$ cat src/rtl/arx_regs.vh
// Purpose: constants for the audio receive data, word mask and master clock control block
// Assumes: byte addresses on a 32-bit classic Wishbone slave
// Notes: one receive channel, two words per frame
`ifndef ARX_REGS_VH
`define ARX_REGS_VH

// register byte offsets
`define ARX_OFF_RDATA 9'h0A0
`define ARX_OFF_WMASK 9'h0E0
`define ARX_OFF_CTRL 9'h008
`define ARX_OFF_CFG3 9'h00C
`define ARX_OFF_STAT 9'h010
`define ARX_OFF_IMASK 9'h014
`define ARX_OFF_MCTRL 9'h100
`define ARX_OFF_MDIV 9'h104

// field positions
`define ARX_MC_DUF 31
`define ARX_MC_MOE 30
`define ARX_MC_SEL_HI 25
`define ARX_MC_SEL_LO 24
`define ARX_CTRL_RE 0
`define ARX_CFG3_CE 0
`define ARX_ST_WORD 0
`define ARX_ST_OVF 1
`define ARX_ST_FEND 2

// reset values
`define ARX_RST_WMASK 2'h0
`define ARX_RST_SEL 2'h0
`define ARX_RST_RATIO 8'h01
`define ARX_RST_STAT 3'h0

// timing: one wait state on receive data reads
`define ARX_RD_WAIT 1'b1

`endif

$ cat src/rtl/arx_mclk_div.v
// Purpose: master clock divider with on-the-fly ratio update and clean shutdown
// Assumes: src_i is already synchronised to clk_i
// Notes: counts rising edges of the selected source
`timescale 1ns/1ps
`include "arx_regs.vh"
module arx_mclk_div (
   // clock and reset
   input wire clk_i,
   input wire rst_i,
   // control
   input wire en_i,
   input wire src_i,
   input wire [7:0] ratio_i,
   input wire load_i,
   // status and clock out
   output reg mclk_o,
   output wire busy_o,
   output wire active_o
);
   reg src_q;
   reg run_q;
   reg pend_q;
   reg [7:0] ratio_q;
   reg [7:0] cnt_q;
   wire rise;
   wire tick;

   assign rise = src_i & ~src_q;
   assign tick = rise & (cnt_q >= ratio_q - 8'h01);
   assign busy_o = pend_q;
   assign active_o = run_q;

   always @(posedge clk_i) begin
      if (rst_i) begin
         src_q <= 1'b0;
         run_q <= 1'b0;
         pend_q <= 1'b0;
         ratio_q <= `ARX_RST_RATIO;
         cnt_q <= 8'h00;
         mclk_o <= 1'b0;
      end else begin
         src_q <= src_i;
         if (en_i) begin
            run_q <= 1'b1;
         end else if (run_q && !mclk_o) begin
            run_q <= 1'b0;
         end
         if (load_i && !pend_q) begin
            pend_q <= 1'b1;
         end
         if (!run_q) begin
            cnt_q <= 8'h00;
            mclk_o <= 1'b0;
            ratio_q <= ratio_i;
            pend_q <= 1'b0;
         end else if (tick) begin
            cnt_q <= 8'h00;
            mclk_o <= en_i ? ~mclk_o : 1'b0;
            if (pend_q) begin
               ratio_q <= ratio_i;
               pend_q <= 1'b0;
            end
         end else if (rise) begin
            cnt_q <= cnt_q + 8'h01;
         end
      end
   end
endmodule

$ cat src/rtl/arx_top.v
// Purpose: receive data port, receive word mask and master clock control
// Assumes: receiver word strobes and frame end come from logic on SYS_CLK_I
// Notes: master clock sources and pin input are sampled by two flip-flops
`timescale 1ns/1ps
`include "arx_regs.vh"
module arx_top (
   // clock and reset
   input wire SYS_CLK_I,
   input wire SYS_RST_I,
   // wishbone slave
   input wire WB_CYC_I,
   input wire WB_STB_I,
   input wire WB_WE_I,
   input wire [8:0] WB_ADR_I,
   input wire [3:0] WB_SEL_I,
   input wire [31:0] WB_DAT_I,
   output reg [31:0] WB_DAT_O,
   output reg WB_ACK_O,
   // receiver word stream
   input wire RX_WORD_STB_I,
   input wire [31:0] RX_WORD_I,
   input wire RX_FRAME_END_I,
   output wire RX_ENABLE_O,
   output wire RX_CHAN_EN_O,
   // master clock sources and pin
   input wire [3:0] MCLK_SRC_I,
   input wire MCLK_I,
   output wire MCLK_O,
   output wire MCLK_OE_O,
   output wire MCLK_INT_O,
   // interrupt
   output wire IRQ_O
);
   // software state
   reg [1:0] wmask_q;
   reg [1:0] wmask_act_q;
   reg re_q;
   reg re_prev_q;
   reg ce_q;
   reg [2:0] stat_q;
   reg [2:0] stat_d;
   reg [2:0] imask_q;
   reg moe_q;
   reg [1:0] sel_q;
   reg [7:0] ratio_q;
   reg div_load_q;
   // receive FIFO, one word deep
   reg [31:0] fifo_mem [0:0];
   reg full_q;
   reg full_d;
   reg pos_q;
   // bus handshake
   reg wait_q;
   reg ack_d;
   reg [31:0] rdata_d;
   // synchronisers
   reg [3:0] src_s1_q;
   reg [3:0] src_s2_q;
   reg pin_s1_q;
   reg pin_s2_q;
   // divider
   wire div_clk;
   wire div_busy;
   wire div_active;
   wire src_sel;
   wire moe_rd;
   // decode
   wire req;
   wire wr;
   wire rd_data;
   wire word_in;
   wire word_keep;
   wire pop;
   wire ovf;

   function hit;
      input [8:0] adr;
      input [8:0] off;
      begin
         hit = (adr[8:2] == off[8:2]);
      end
   endfunction

   assign req = WB_CYC_I & WB_STB_I & ~WB_ACK_O;
   assign wr = ack_d & WB_WE_I;
   assign rd_data = hit(WB_ADR_I, `ARX_OFF_RDATA) & ~WB_WE_I;

   // one extra wait state on receive data reads
   always @* begin
      ack_d = 1'b0;
      if (req) begin
         if (rd_data) begin
            ack_d = wait_q;
         end else begin
            ack_d = 1'b1;
         end
      end
   end

   always @(posedge SYS_CLK_I) begin
      if (SYS_RST_I) begin
         wait_q <= 1'b0;
         WB_ACK_O <= 1'b0;
      end else begin
         wait_q <= req & rd_data & ~wait_q & `ARX_RD_WAIT;
         WB_ACK_O <= ack_d;
      end
   end

   // receive path
   assign word_in = RX_WORD_STB_I & re_q & ce_q;
   assign word_keep = word_in & ~wmask_act_q[pos_q];
   assign pop = ack_d & rd_data & full_q;
   assign ovf = word_keep & full_q & ~pop;

   always @* begin
      full_d = full_q;
      if (pop) begin
         full_d = 1'b0;
      end
      if (word_keep && (!full_q || pop)) begin
         full_d = 1'b1;
      end
   end

   always @(posedge SYS_CLK_I) begin
      if (word_keep && (!full_q || pop)) begin
         fifo_mem[0] <= RX_WORD_I;
      end
   end

   always @(posedge SYS_CLK_I) begin
      if (SYS_RST_I) begin
         full_q <= 1'b0;
         pos_q <= 1'b0;
         wmask_act_q <= `ARX_RST_WMASK;
         re_prev_q <= 1'b0;
      end else begin
         full_q <= full_d;
         re_prev_q <= re_q;
         if (RX_FRAME_END_I || !re_q) begin
            pos_q <= 1'b0;
         end else if (word_in) begin
            pos_q <= ~pos_q;
         end
         if ((re_q && !re_prev_q) || (RX_FRAME_END_I && re_q)) begin
            wmask_act_q <= wmask_q;
         end
      end
   end

   // status flags: hardware set wins over write-one-to-clear
   always @* begin
      stat_d = stat_q;
      if (wr && hit(WB_ADR_I, `ARX_OFF_STAT) && WB_SEL_I[0]) begin
         stat_d = stat_q & ~WB_DAT_I[2:0];
      end
      if (word_keep) begin
         stat_d[`ARX_ST_WORD] = 1'b1;
      end
      if (ovf) begin
         stat_d[`ARX_ST_OVF] = 1'b1;
      end
      if (RX_FRAME_END_I && re_q) begin
         stat_d[`ARX_ST_FEND] = 1'b1;
      end
   end

   assign IRQ_O = |(stat_q & imask_q);

   // register writes
   always @(posedge SYS_CLK_I) begin
      if (SYS_RST_I) begin
         wmask_q <= `ARX_RST_WMASK;
         re_q <= 1'b0;
         ce_q <= 1'b0;
         stat_q <= `ARX_RST_STAT;
         imask_q <= 3'h0;
         moe_q <= 1'b0;
         sel_q <= `ARX_RST_SEL;
         ratio_q <= `ARX_RST_RATIO;
         div_load_q <= 1'b0;
      end else begin
         stat_q <= stat_d;
         div_load_q <= 1'b0;
         if (wr && WB_SEL_I[0]) begin
            if (hit(WB_ADR_I, `ARX_OFF_WMASK)) begin
               wmask_q <= WB_DAT_I[1:0];
            end
            if (hit(WB_ADR_I, `ARX_OFF_CTRL)) begin
               re_q <= WB_DAT_I[`ARX_CTRL_RE];
            end
            if (hit(WB_ADR_I, `ARX_OFF_CFG3)) begin
               ce_q <= WB_DAT_I[`ARX_CFG3_CE];
            end
            if (hit(WB_ADR_I, `ARX_OFF_IMASK)) begin
               imask_q <= WB_DAT_I[2:0];
            end
            if (hit(WB_ADR_I, `ARX_OFF_MDIV) && !div_busy) begin
               ratio_q <= WB_DAT_I[7:0];
               div_load_q <= div_active;
            end
         end
         if (wr && WB_SEL_I[3] && hit(WB_ADR_I, `ARX_OFF_MCTRL)) begin
            moe_q <= WB_DAT_I[`ARX_MC_MOE];
            if (!moe_rd) begin
               sel_q <= WB_DAT_I[`ARX_MC_SEL_HI:`ARX_MC_SEL_LO];
            end
         end
      end
   end

   // read data, registered with the ack
   assign moe_rd = moe_q | div_active;

   always @* begin
      rdata_d = 32'h00000000;
      if (hit(WB_ADR_I, `ARX_OFF_RDATA)) begin
         rdata_d = full_q ? fifo_mem[0] : 32'h00000000;
      end else if (hit(WB_ADR_I, `ARX_OFF_WMASK)) begin
         rdata_d[1:0] = wmask_q;
      end else if (hit(WB_ADR_I, `ARX_OFF_CTRL)) begin
         rdata_d[`ARX_CTRL_RE] = re_q;
      end else if (hit(WB_ADR_I, `ARX_OFF_CFG3)) begin
         rdata_d[`ARX_CFG3_CE] = ce_q;
      end else if (hit(WB_ADR_I, `ARX_OFF_STAT)) begin
         rdata_d[2:0] = stat_q;
      end else if (hit(WB_ADR_I, `ARX_OFF_IMASK)) begin
         rdata_d[2:0] = imask_q;
      end else if (hit(WB_ADR_I, `ARX_OFF_MCTRL)) begin
         rdata_d[`ARX_MC_DUF] = div_busy;
         rdata_d[`ARX_MC_MOE] = moe_rd;
         rdata_d[`ARX_MC_SEL_HI:`ARX_MC_SEL_LO] = sel_q;
      end else if (hit(WB_ADR_I, `ARX_OFF_MDIV)) begin
         rdata_d[7:0] = ratio_q;
      end
   end

   always @(posedge SYS_CLK_I) begin
      if (SYS_RST_I) begin
         WB_DAT_O <= 32'h00000000;
      end else if (ack_d && !WB_WE_I) begin
         WB_DAT_O <= rdata_d;
      end
   end

   // two-flop sampling of clock sources and the pin
   always @(posedge SYS_CLK_I) begin
      if (SYS_RST_I) begin
         src_s1_q <= 4'h0;
         src_s2_q <= 4'h0;
         pin_s1_q <= 1'b0;
         pin_s2_q <= 1'b0;
      end else begin
         src_s1_q <= MCLK_SRC_I;
         src_s2_q <= src_s1_q;
         pin_s1_q <= MCLK_I;
         pin_s2_q <= pin_s1_q;
      end
   end

   assign src_sel = src_s2_q[sel_q];

   arx_mclk_div u_div (
      .clk_i(SYS_CLK_I),
      .rst_i(SYS_RST_I),
      .en_i(moe_q),
      .src_i(src_sel),
      .ratio_i(ratio_q),
      .load_i(div_load_q),
      .mclk_o(div_clk),
      .busy_o(div_busy),
      .active_o(div_active)
   );

   assign MCLK_OE_O = div_active;
   assign MCLK_O = div_clk;
   assign MCLK_INT_O = div_active ? div_clk : pin_s2_q;
   assign RX_ENABLE_O = re_q;
   assign RX_CHAN_EN_O = ce_q;
endmodule

$ cat config.mk
export PLATFORM = sky130hd
export DESIGN_NAME = arx_top
export DESIGN_NICKNAME = d
export VERILOG_FILES = /design/src/rtl/arx_mclk_div.v /design/src/rtl/arx_top.v
export VERILOG_INCLUDE_DIRS = /design/src /design/src/rtl
export SDC_FILE = /design/constraint.sdc
export NUM_CORES = 1
export LEC_CHECK = 0
export BUFFER_PORTS_ARGS = -buffer_cell sky130_fd_sc_hd__buf_2
export CAP_MARGIN = 10
export CORE_MARGIN = 1
export CORE_UTILIZATION = 45
export DETAILED_ROUTE_END_ITERATION = 8
export MAX_ROUTING_LAYER = met4
export PLACE_DENSITY = 0.68
export SYNTH_ARGS = -nofsm -noshare
export SYNTH_HDL_FRONTEND = slang
export SYNTH_SLANG_ARGS = --single-unit
$ cat constraint.sdc
create_clock -name SYS_CLK_I -period 3.7 [get_ports SYS_CLK_I]
set_input_delay 0.37 -clock SYS_CLK_I [delete_from_list [all_inputs] [get_ports SYS_CLK_I]]
set_output_delay 0.37 -clock SYS_CLK_I [all_outputs]
set_load 0.01 [all_outputs]
==> flow_metrics.py, run 1 <==
metrics = {
    "routing": {
        "drtIter0Drc": 182,
        "vias_per_cell": 5.34,
        "ant_nets": 0,
        "wl_microns": 11200,
        "drc": 0,
        "vias": 3844,
        "first_pass_iters": 6,
        "avgRoutedWirePerCell_microns": 15.6,
    },
    "placement": {
        "place_area_sq_um": 5580,
        "dpl.cell_count": 687,
        "gp_congestion": 0.922,
        "dp_hpwl_microns": 7690,
        "io_buffers": 102,
        "place_ws_ps": 1200,
    },
    "setup_path": {
        "path_class": "register to register",
        "startpoint_type": "register",
        "cpPeakStageDelay_ps": 410,
        "arrival_ps": 2930,
        "cpLargestDelayFamily": "compound AO/OA/AOI/OAI gates",
        "required_ps": 4090,
        "cp-end-kind": "register",
        "setup.worst_path.start": "u_div.ratio_q[2]",
        "r2r_start": "u_div.ratio_q[2]",
        "worst-path-buf-inv": 1,
        "crit_fanout": 8,
        "crit_slowest_cell": "a2111oi_0",
        "crit_chain": "nor4_1 > nand2_1 > xor2_1 > ha_1 > a21o_1 > a2111oi_0 > a22oi_1 > buf_4 > mux2i_1",
    },
    "synthesis": {
        "yosysMostFrequentCell": "dfxtp_1",
        "yosysWarnings": 0,
        "syn-instance-count": 468,
        "syn_avg_cell_area_sq_um": 10.6,
        "yosys-top-cells-count": "dfxtp_1, nor2_1, nand2_1, edfxtp_1, mux2i_1",
        "syn_area_sq_um": 4970,
        "synth-seq-area-share_pct": 56.0,
        "synth_nets": 567,
        "synth_top_area_share_pct": 36.7,
        "ys.flop_type": "dfxtp_1",
        "synth-async-reset-ratio_pct": 0,
        "ys_types": 61,
        "ys_ff_latch": 123,
        "synth.top_cells.by_area": "dfxtp_1, edfxtp_1, mux2i_1",
        "synth-edff-count": 32,
        "synth_top_area_cell": "dfxtp_1",
    },
    "sta": {
        "slew_headroom_pct": 41.5,
        "drv_slew": 0,
        "hold_viol_final": 0,
        "tightest_slew_ps": 877,
        "final.setup.worst_slack_ps": 1160,
        "clock.fmax_mhz": 394,
        "finalCritPeriodShare_pct": 68.6,
        "setup-tns-final_ps": 0,
        "setup_viol": 0,
        "finClkSkew_ps": 12.2,
        "rsz0062_at_grt": "no",
        "finalCriticalPeriod_ps": 2540,
    },
    "clock_network": {
        "clock_sinks": 123,
        "cts_max_path_buffers": 2,
        "insertion_delay_ps": 520,
        "cts_tree": "done",
        "path_clk_slew_ps": 70,
        "cts-root-buf": "clkbuf_8",
        "htreeDepth": 4,
        "cts_buffers": 17,
    },
    "final_layout": {
        "nets": 670,
        "n_antenna_cell": 0,
        "fin_area_sq_um": 6170,
        "post_route_cells_drive_above_1_share_pct": 25.5,
        "synthToLayoutAreaGrowth_pct": 24.1,
        "fin_cells": 720,
    },
    "hold_path": {
        "min_from": "RX_WORD_I[22]",
        "hp-class": "primary input to register",
    },
    "floorplanning": {
        "io_pins": 128,
        "fp-row-count": 37,
        "chipHeight_microns": 107,
        "core_sq_um": 10500,
        "initial_utilization_pct": 47.3,
        "die_area_sq_um": 11500,
        "die_width_microns": 107,
    },
    "flow_run": {
        "cap_violations": 0,
    },
    "global_routing": {
        "grt_max_degree": 62,
        "grt_pass1_wl_microns": 18100,
        "track_usage_pct": 21.1,
        "globalRouteOverflowTotal": 0,
        "grt_pass1_vias": 3694,
        "antenna_found_initial": 0,
    },
    "run_status": {
        "outcome": "finished clean",
    },
    "power": {
        "powerDensity_nw_per_um2": 503,
        "power.total_uw": 3100,
        "p_leak_uw": 0.00250,
        "peakVddDrop_v": 0.000462,
    },
}
[metal layers]
metal / vias to the layer above / wire length [microns] / GRT usage (%)
li1: 1896 / - / -
met1: 1816 / 5160 / 26.3
met3: 15 / 697 / 6.38
met5: - / 0 / -
met2: 117 / 5230 / 32.7
met4: 0 / 153 / 6.95
[cells by family after synthesis]
kind of cell / count (synthesis) / share of synthesized area (%)
AO/OA/AOI/OAI: 79 / 11.4
XOR/XNOR: 14 / 2.47
adder cells (fa/ha/maj): 10 / 2.52
buffers and inverters: 34 / 2.92
flip-flops: 123 / 56.0
multiplexers: 34 / 7.13
AND/OR/NAND/NOR: 174 / 17.5
[metrics by stage]
stage          util, %  hold slack [ps]
3_5_place_dp      53.1              439
5_1_grt           58.7            0.932
4_1_cts           58.6             11.2
6_report          58.7             23.1
3_3_place_gp      53.1              434
2_1_floorplan        -              414
[path summary, 6_finish.rpt]
kind	depth (start not counted)	endpoint	slack, ps
hold / removal	1	fifo_mem[0][22]	20
setup / recovery	9	u_div.ratio_q[6]	1160
setup reg to reg	9	u_div.ratio_q[6]	1160
hold reg to reg	1	src_s2_q[1]	460
[area by class of cell]
cell class              instances  area [sq um]
flip-flops and latches        123          2780
repair buffers                107           551
multi-input cells             311          2040
inverters                      11          41.3
well taps                     136           170
fillers                       879          4340
clock inverters                11           108
clock buffers                  21           472
[state kept, by name, summed over array words and instances (netlist names), 2 cells and up]
register	count
u_div.cnt_q	8
imask_q	3
fifo_mem	32
src_s2_q	4
u_div.ratio_q	8
wmask_q	2
wmask_act_q	2
src_s1_q	4
stat_q	3
sel_q	2
ratio_q	8
WB_DAT_O	32
[cell usage in the layout (no fill, tap or decap), types with 3 or more instances in the layout]
| cell | instances |
|---|---|
| mux2i_1 | 32 |
| clkbuf_16 | 18 |
| nand3_1 | 7 |
| and3_1 | 3 |
| inv_1 | 11 |
| and2_1 | 3 |
| inv_6 | 4 |
| clkinvlp_4 | 5 |
| a22oi_1 | 21 |
| a21oi_1 | 8 |
| nand4_1 | 5 |
| a221oi_1 | 8 |
| xor2_1 | 10 |
| o21ai_0 | 18 |
| buf_4 | 4 |
| buf_2 | 102 |
| nor3_1 | 8 |
| nand3b_1 | 3 |
| or4_1 | 4 |
| edfxtp_1 | 32 |
| xnor2_1 | 4 |
| dfxtp_1 | 91 |
| nor2b_1 | 15 |
| nor2_1 | 74 |
| nand2_1 | 34 |
| ha_1 | 10 |
[timing repair]
action | in CTS | in global routing
endpoints found under the hold margin | 0 | 1
resized for setup | 0 | 0
hold buffers | 0 | 1
buffers inserted | 0 | 0
[power by group]
group	switching (uW)	total, uW	internal [uW]	leakage [uW]
combinational	66.6	114	47.0	0.00121
sequential	4.90	1400	1390	0.00102
clock	612	1590	977	0.000268
(Power assumes the default switching activity.)
==> run 2: changes to the inputs <==
==> constraint.sdc (replaced) <==
create_clock -name SYS_CLK_I -period 2.5 [get_ports SYS_CLK_I]
set_input_delay 0.25 -clock SYS_CLK_I [delete_from_list [all_inputs] [get_ports SYS_CLK_I]]
set_output_delay 0.25 -clock SYS_CLK_I [all_outputs]
set_load 0.01 [all_outputs]
==> flow_metrics.py, run 2 (synthesis results as in run 1) <==
metrics = {
    "setup_path": {
        "r2r_slack_ps": 150,
        "crit_chain": "buf_4 > nor2_2 > nor4b_4 > xnor2_1 > ha_1 > buf_4 > inv_1 > nor2_1 > nand2_1 > a22oi_2 > buf_6 > mux2i_2",
        "startpoint_type": "register",
        "cp-end-kind": "register",
        "setup.worst_path.start": "u_div.ratio_q[3]",
        "required_ps": 2940,
        "rr_endpoint": "u_div.ratio_q[0]",
        "arrival_ps": 2790,
        "path_class": "register to register",
        "cpPeakStageDelay_ps": 340,
        "crit_fanout": 8,
        "r2r_start": "u_div.ratio_q[3]",
        "cpMostUsedCell": "buf_4",
        "crit_end": "u_div.ratio_q[0]",
        "ff2ff_path_depth": 12,
        "crit_slowest_cell": "ha_1",
    },
    "sta": {
        "slew_headroom_pct": 51.7,
        "clock.fmax_mhz": 426,
        "setup_viol": 0,
        "hold_viol_final": 0,
        "setup-tns-final_ps": 0,
        "finalCriticalPeriod_ps": 2350,
        "drv_slew": 0,
        "finalCritPeriodShare_pct": 94.0,
        "tightest_slew_ps": 724,
        "rsz0062_at_grt": "no",
        "finClkSkew_ps": 9.73,
    },
    "global_routing": {
        "track_usage_pct": 23.5,
        "grt_pass1_vias": 4123,
        "grt_max_degree": 53,
        "grt_pass1_wl_microns": 19900,
        "antenna_found_initial": 0,
        "globalRouteOverflowTotal": 0,
    },
    "run_status": {
        "outcome": "finished clean",
    },
    "final_layout": {
        "n_antenna_cell": 0,
        "nets": 726,
        "post_route_cells_drive_above_1_share_pct": 27.7,
        "final_cell_mix": "buf_2, dfxtp_1, nor2_1, dlygate4sd3_1, nand2_1",
        "synthToLayoutAreaGrowth_pct": 36.3,
        "reg_top3": "WB_DAT_O x32, fifo_mem x32",
        "final_common_cell": "buf_2",
        "fin_cells": 776,
    },
    "routing": {
        "ant_nets": 0,
        "wl_microns": 12600,
        "drtIter0Drc": 258,
        "first_pass_iters": 4,
        "vias_per_cell": 5.28,
        "drc": 0,
        "vias": 4100,
        "avgRoutedWirePerCell_microns": 16.3,
    },
    "power": {
        "p_leak_uw": 0.00277,
        "powerDensity_nw_per_um2": 668,
        "peakVddDrop_v": 0.000553,
        "power.total_uw": 4520,
    },
    "clock_network": {
        "cts_max_path_buffers": 2,
        "cts_buffers": 17,
        "htreeDepth": 4,
        "insertion_delay_ps": 520,
        "cts-root-buf": "clkbuf_8",
        "clock_sinks": 123,
        "path_clk_slew_ps": 60,
        "cts_tree": "done",
    },
    "floorplanning": {
        "io_pins": 128,
        "die_width_microns": 107,
        "fp-row-count": 37,
        "core_sq_um": 10500,
        "initial_utilization_pct": 47.3,
        "chipHeight_microns": 107,
        "die_area_sq_um": 11500,
    },
    "placement": {
        "dpl.cell_count": 696,
        "gp_congestion": 0.900,
        "io_buffers": 102,
        "dp_hpwl_microns": 7990,
    },
    "hold_path": {
        "hp-class": "primary input to register",
    },
    "flow_run": {
        "cap_violations": 0,
    },
}
## run 2: changes by cell type in the layout (fill, tap and decap cells not counted), sizes merged
cell         change
clkinvlp         -3
dlygate4sd3     +45
clkbuf           -3
inv              +3
bufinv           -1
buf             +11
clkinv           +4
## run 2: timing repair
item	in CTS	in global routing
setup buffers	0	2
hold buffers	46	0
endpoints found under the hold margin	46	0
setup endpoints to repair	8	18
resized for setup	4	18
pin swaps	0	9
## run 2: area by class of cell
| cell class | count | area [sq um] |
|---|---|---|
| inverter | 11 | 41.3 |
| sequential | 123 | 2790 |
| fill | 791 | 3740 |
| clock inverter | 14 | 113 |
| multi-input combinational | 311 | 2130 |
| tap | 136 | 170 |
| timing repair buffer | 163 | 1100 |
| clock buffer | 18 | 428 |
## run 2: stage by stage
stage	instance area (sq um)	setup WS, ps	util [%]	hold WS [ps]
after floorplan	4970	37.9	-	326
after global placement	5660	85.7	53.8	423
after detailed placement	5660	-146	53.8	427
after CTS	6680	30.3	63.6	6.93
after global routing	6770	6.90	64.4	17.5
final	6770	150	64.4	12.9
## run 2: critical path: cells and delay by family, from the launching register on
| family | cells | cell delay, ps |
|---|---|---|
| AO/OA/AOI/OAI | 1 | 210 |
| XOR/XNOR | 1 | 120 |
| adder cells (fa/ha/maj) | 1 | 340 |
| buffers and inverters | 4 | 490 |
| flip-flops | 1 | 330 |
| multiplexers | 1 | 220 |
| AND/OR/NAND/NOR | 4 | 520 |
## run 2: worst min path at each step
stage | cells past startpoint | endpoint | slack, ps | startpoint
6_report | 3 | ratio_q[7] | 10 | WB_DAT_I[7]
5_1_grt | 3 | ratio_q[7] | 20 | WB_DAT_I[7]
4_1_cts | 3 | ratio_q[7] | 7 | WB_DAT_I[7]
3_5_place_dp | 1 | src_s2_q[2] | 430 | src_s1_q[2]
3_3_place_gp | 1 | src_s2_q[2] | 420 | src_s1_q[2]
2_1_floorplan | 1 | pos_q | 330 | RX_FRAME_END_I
## run 2: routing by layer
metal,vias up,wire (microns),track usage [%]
li1,1999,-,-
met1,1944,5590,27.8
met2,138,6120,38.7
met3,19,669,5.59
met4,0,235,9.39
met5,-,0,-
## run 2: where the power goes
group | internal [uW] | switching, uW | total (uW)
sequential | 2060 | 7.23 | 2060
combinational | 117 | 112 | 230
clock | 1270 | 961 | 2230
==> run 3: changes to the inputs <==
--- a/config.mk
+++ b/config.mk
@@ -6,11 +6,13 @@
 export SDC_FILE = /design/constraint.sdc
 export NUM_CORES = 1
 export LEC_CHECK = 0
+export ABC_CLOCK_PERIOD_IN_PS = 2500
 export BUFFER_PORTS_ARGS = -buffer_cell sky130_fd_sc_hd__buf_2
 export CAP_MARGIN = 10
 export CORE_MARGIN = 1
 export CORE_UTILIZATION = 45
 export DETAILED_ROUTE_END_ITERATION = 8
+export HOLD_SLACK_MARGIN = 0.03
 export MAX_ROUTING_LAYER = met4
 export PLACE_DENSITY = 0.68
 export SYNTH_ARGS = -nofsm -noshare
==> flow_metrics.py, run 3 (synthesis results as in run 1) <==
metrics = {
    "clock_network": {
        "cts_max_path_buffers": 2,
        "clock_sinks": 123,
        "cts_tree": "done",
        "cts-root-buf": "clkbuf_8",
        "insertion_delay_ps": 520,
        "htreeDepth": 4,
        "path_clk_slew_ps": 60,
        "cts_buffers": 17,
    },
    "setup_path": {
        "crit_chain": "buf_4 > nor2_2 > nor4b_4 > xnor2_1 > ha_1 > buf_4 > inv_1 > nor2_1 > nand2_1 > a22oi_2 > buf_6 > mux2i_2",
        "startpoint_type": "register",
        "crit_slowest_cell": "ha_1",
        "cpPeakStageDelay_ps": 340,
        "required_ps": 2940,
        "path_class": "register to register",
        "cpMostUsedCell": "buf_4",
        "arrival_ps": 2780,
        "crit_fanout": 8,
        "cp-end-kind": "register",
    },
    "floorplanning": {
        "die_width_microns": 107,
        "fp-row-count": 37,
        "chipHeight_microns": 107,
        "initial_utilization_pct": 47.3,
        "core_sq_um": 10500,
        "die_area_sq_um": 11500,
        "io_pins": 128,
    },
    "sta": {
        "final.setup.worst_slack_ps": 155,
        "hold_slack_ps": 51.2,
        "finalCritPeriodShare_pct": 93.8,
        "rsz0062_at_grt": "no",
        "slew_headroom_pct": 51.0,
        "finClkSkew_ps": 8.35,
        "drv_slew": 0,
        "hold_viol_final": 0,
        "setup-tns-final_ps": 0,
        "finalCriticalPeriod_ps": 2340,
        "setup_viol": 0,
        "tightest_slew_ps": 733,
        "clock.fmax_mhz": 426,
    },
    "routing": {
        "avgRoutedWirePerCell_microns": 16.3,
        "top_layer_used": "met4",
        "vias": 4112,
        "drc": 0,
        "wl_met2_microns": 6150,
        "vias_per_cell": 5.29,
        "wl_met1_microns": 5570,
        "routed-wl-met3_microns": 682,
        "first_pass_iters": 4,
        "drtIter0Drc": 238,
        "ant_nets": 0,
        "wl_microns": 12700,
    },
    "power": {
        "p_leak_uw": 0.00278,
        "internal-power_uw": 3440,
        "peakVddDrop_v": 0.000552,
        "pwr-share-comb_pct": 5.1,
        "clkPwrFrac_pct": 49.3,
        "p_switching_uw": 1080,
        "p_sw_share_pct": 24.0,
        "powerDensity_nw_per_um2": 667,
        "power_frac_seq_pct": 45.6,
    },
    "final_layout": {
        "n_antenna_cell": 0,
        "reg_top3": "WB_DAT_O x32, fifo_mem x32",
        "post_route_cells_drive_above_1_share_pct": 27.6,
        "nets": 728,
        "final_cell_mix": "buf_2, dfxtp_1, nor2_1, dlygate4sd3_1, nand2_1",
        "fin_util_pct": 64.6,
        "fin_cells": 778,
        "final_common_cell": "buf_2",
        "synthToLayoutAreaGrowth_pct": 36.7,
    },
    "placement": {
        "dpl.cell_count": 696,
        "place_ws_ps": -146,
        "dp_hpwl_microns": 7990,
        "io_buffers": 102,
        "gp_congestion": 0.900,
    },
    "global_routing": {
        "globalRouteOverflowTotal": 0,
        "antenna_found_initial": 0,
        "grt_pass1_wl_microns": 19900,
        "grt_max_degree": 53,
        "grt_pass1_vias": 4153,
        "track_usage_pct": 23.6,
    },
    "run_status": {
        "outcome": "finished clean",
    },
    "flow_run": {
        "cap_violations": 0,
    },
    "hold_path": {
        "hp-class": "primary input to register",
    },
}
[run 3: through the flow]
step / area, sq um / total power [uW]
final: 6790 / 4530
after global routing: 6790 / 4660
after CTS: 6700 / 4540
after detailed placement: 5660 / 2280
after global placement: 5660 / 2280
after floorplan: 4970 / 2190
[run 3: final timing paths]
path,startpoint,end,slack (ps),depth (start not counted)
worst max-delay path,u_div.ratio_q[3],u_div.ratio_q[0],160,12
worst min-delay path,SYS_RST_I,moe_q,50,2
worst max register to register,u_div.ratio_q[3],u_div.ratio_q[0],160,12
worst min register to register,src_s1_q[3],src_s2_q[3],440,1
[run 3: timing repair]
action / in CTS / in global routing
hold endpoints to repair: 50 / 0
pin swaps: 0 / 9
setup buffers: 0 / 2
setup endpoints to repair: 8 / 18
gates resized for setup: 4 / 18
hold buffers: 48 / 0
[run 3: power by group through the flow]
stage                     Sequential, uW  Combinational (uW)  Clock, uW
after floorplan                     2110                78.0          0
after global placement              2110                 167          0
after detailed placement            2110                 169          0
after CTS                           2070                 227       2250
after global routing                2070                 250       2350
final                               2060                 232       2230
[run 3: layout make-up]
class,count,area [sq um]
fill,788,3720
sequential,123,2790
multi-input combinational,311,2130
timing repair buffer,165,1120
clock buffer,18,428
tap,136,170
clock inverter,14,113
inverter,11,41.3
[run 3: metal layers]
metal | vias to the layer above | GRT usage [%]
met5 | - | -
met4 | 0 | 9.39
met3 | 22 | 5.59
met2 | 134 | 38.8
met1 | 1953 | 28.0
li1 | 2003 | -
[run 3: worst max-delay path: cells and delay by family (launching register included)]
family | cells | cell delay [ps]
simple gates | 4 | 520
fa+ha+maj | 1 | 340
mux | 1 | 220
buf+inv | 4 | 490
compound gates | 1 | 210
xor+xnor | 1 | 120
flops | 1 | 330
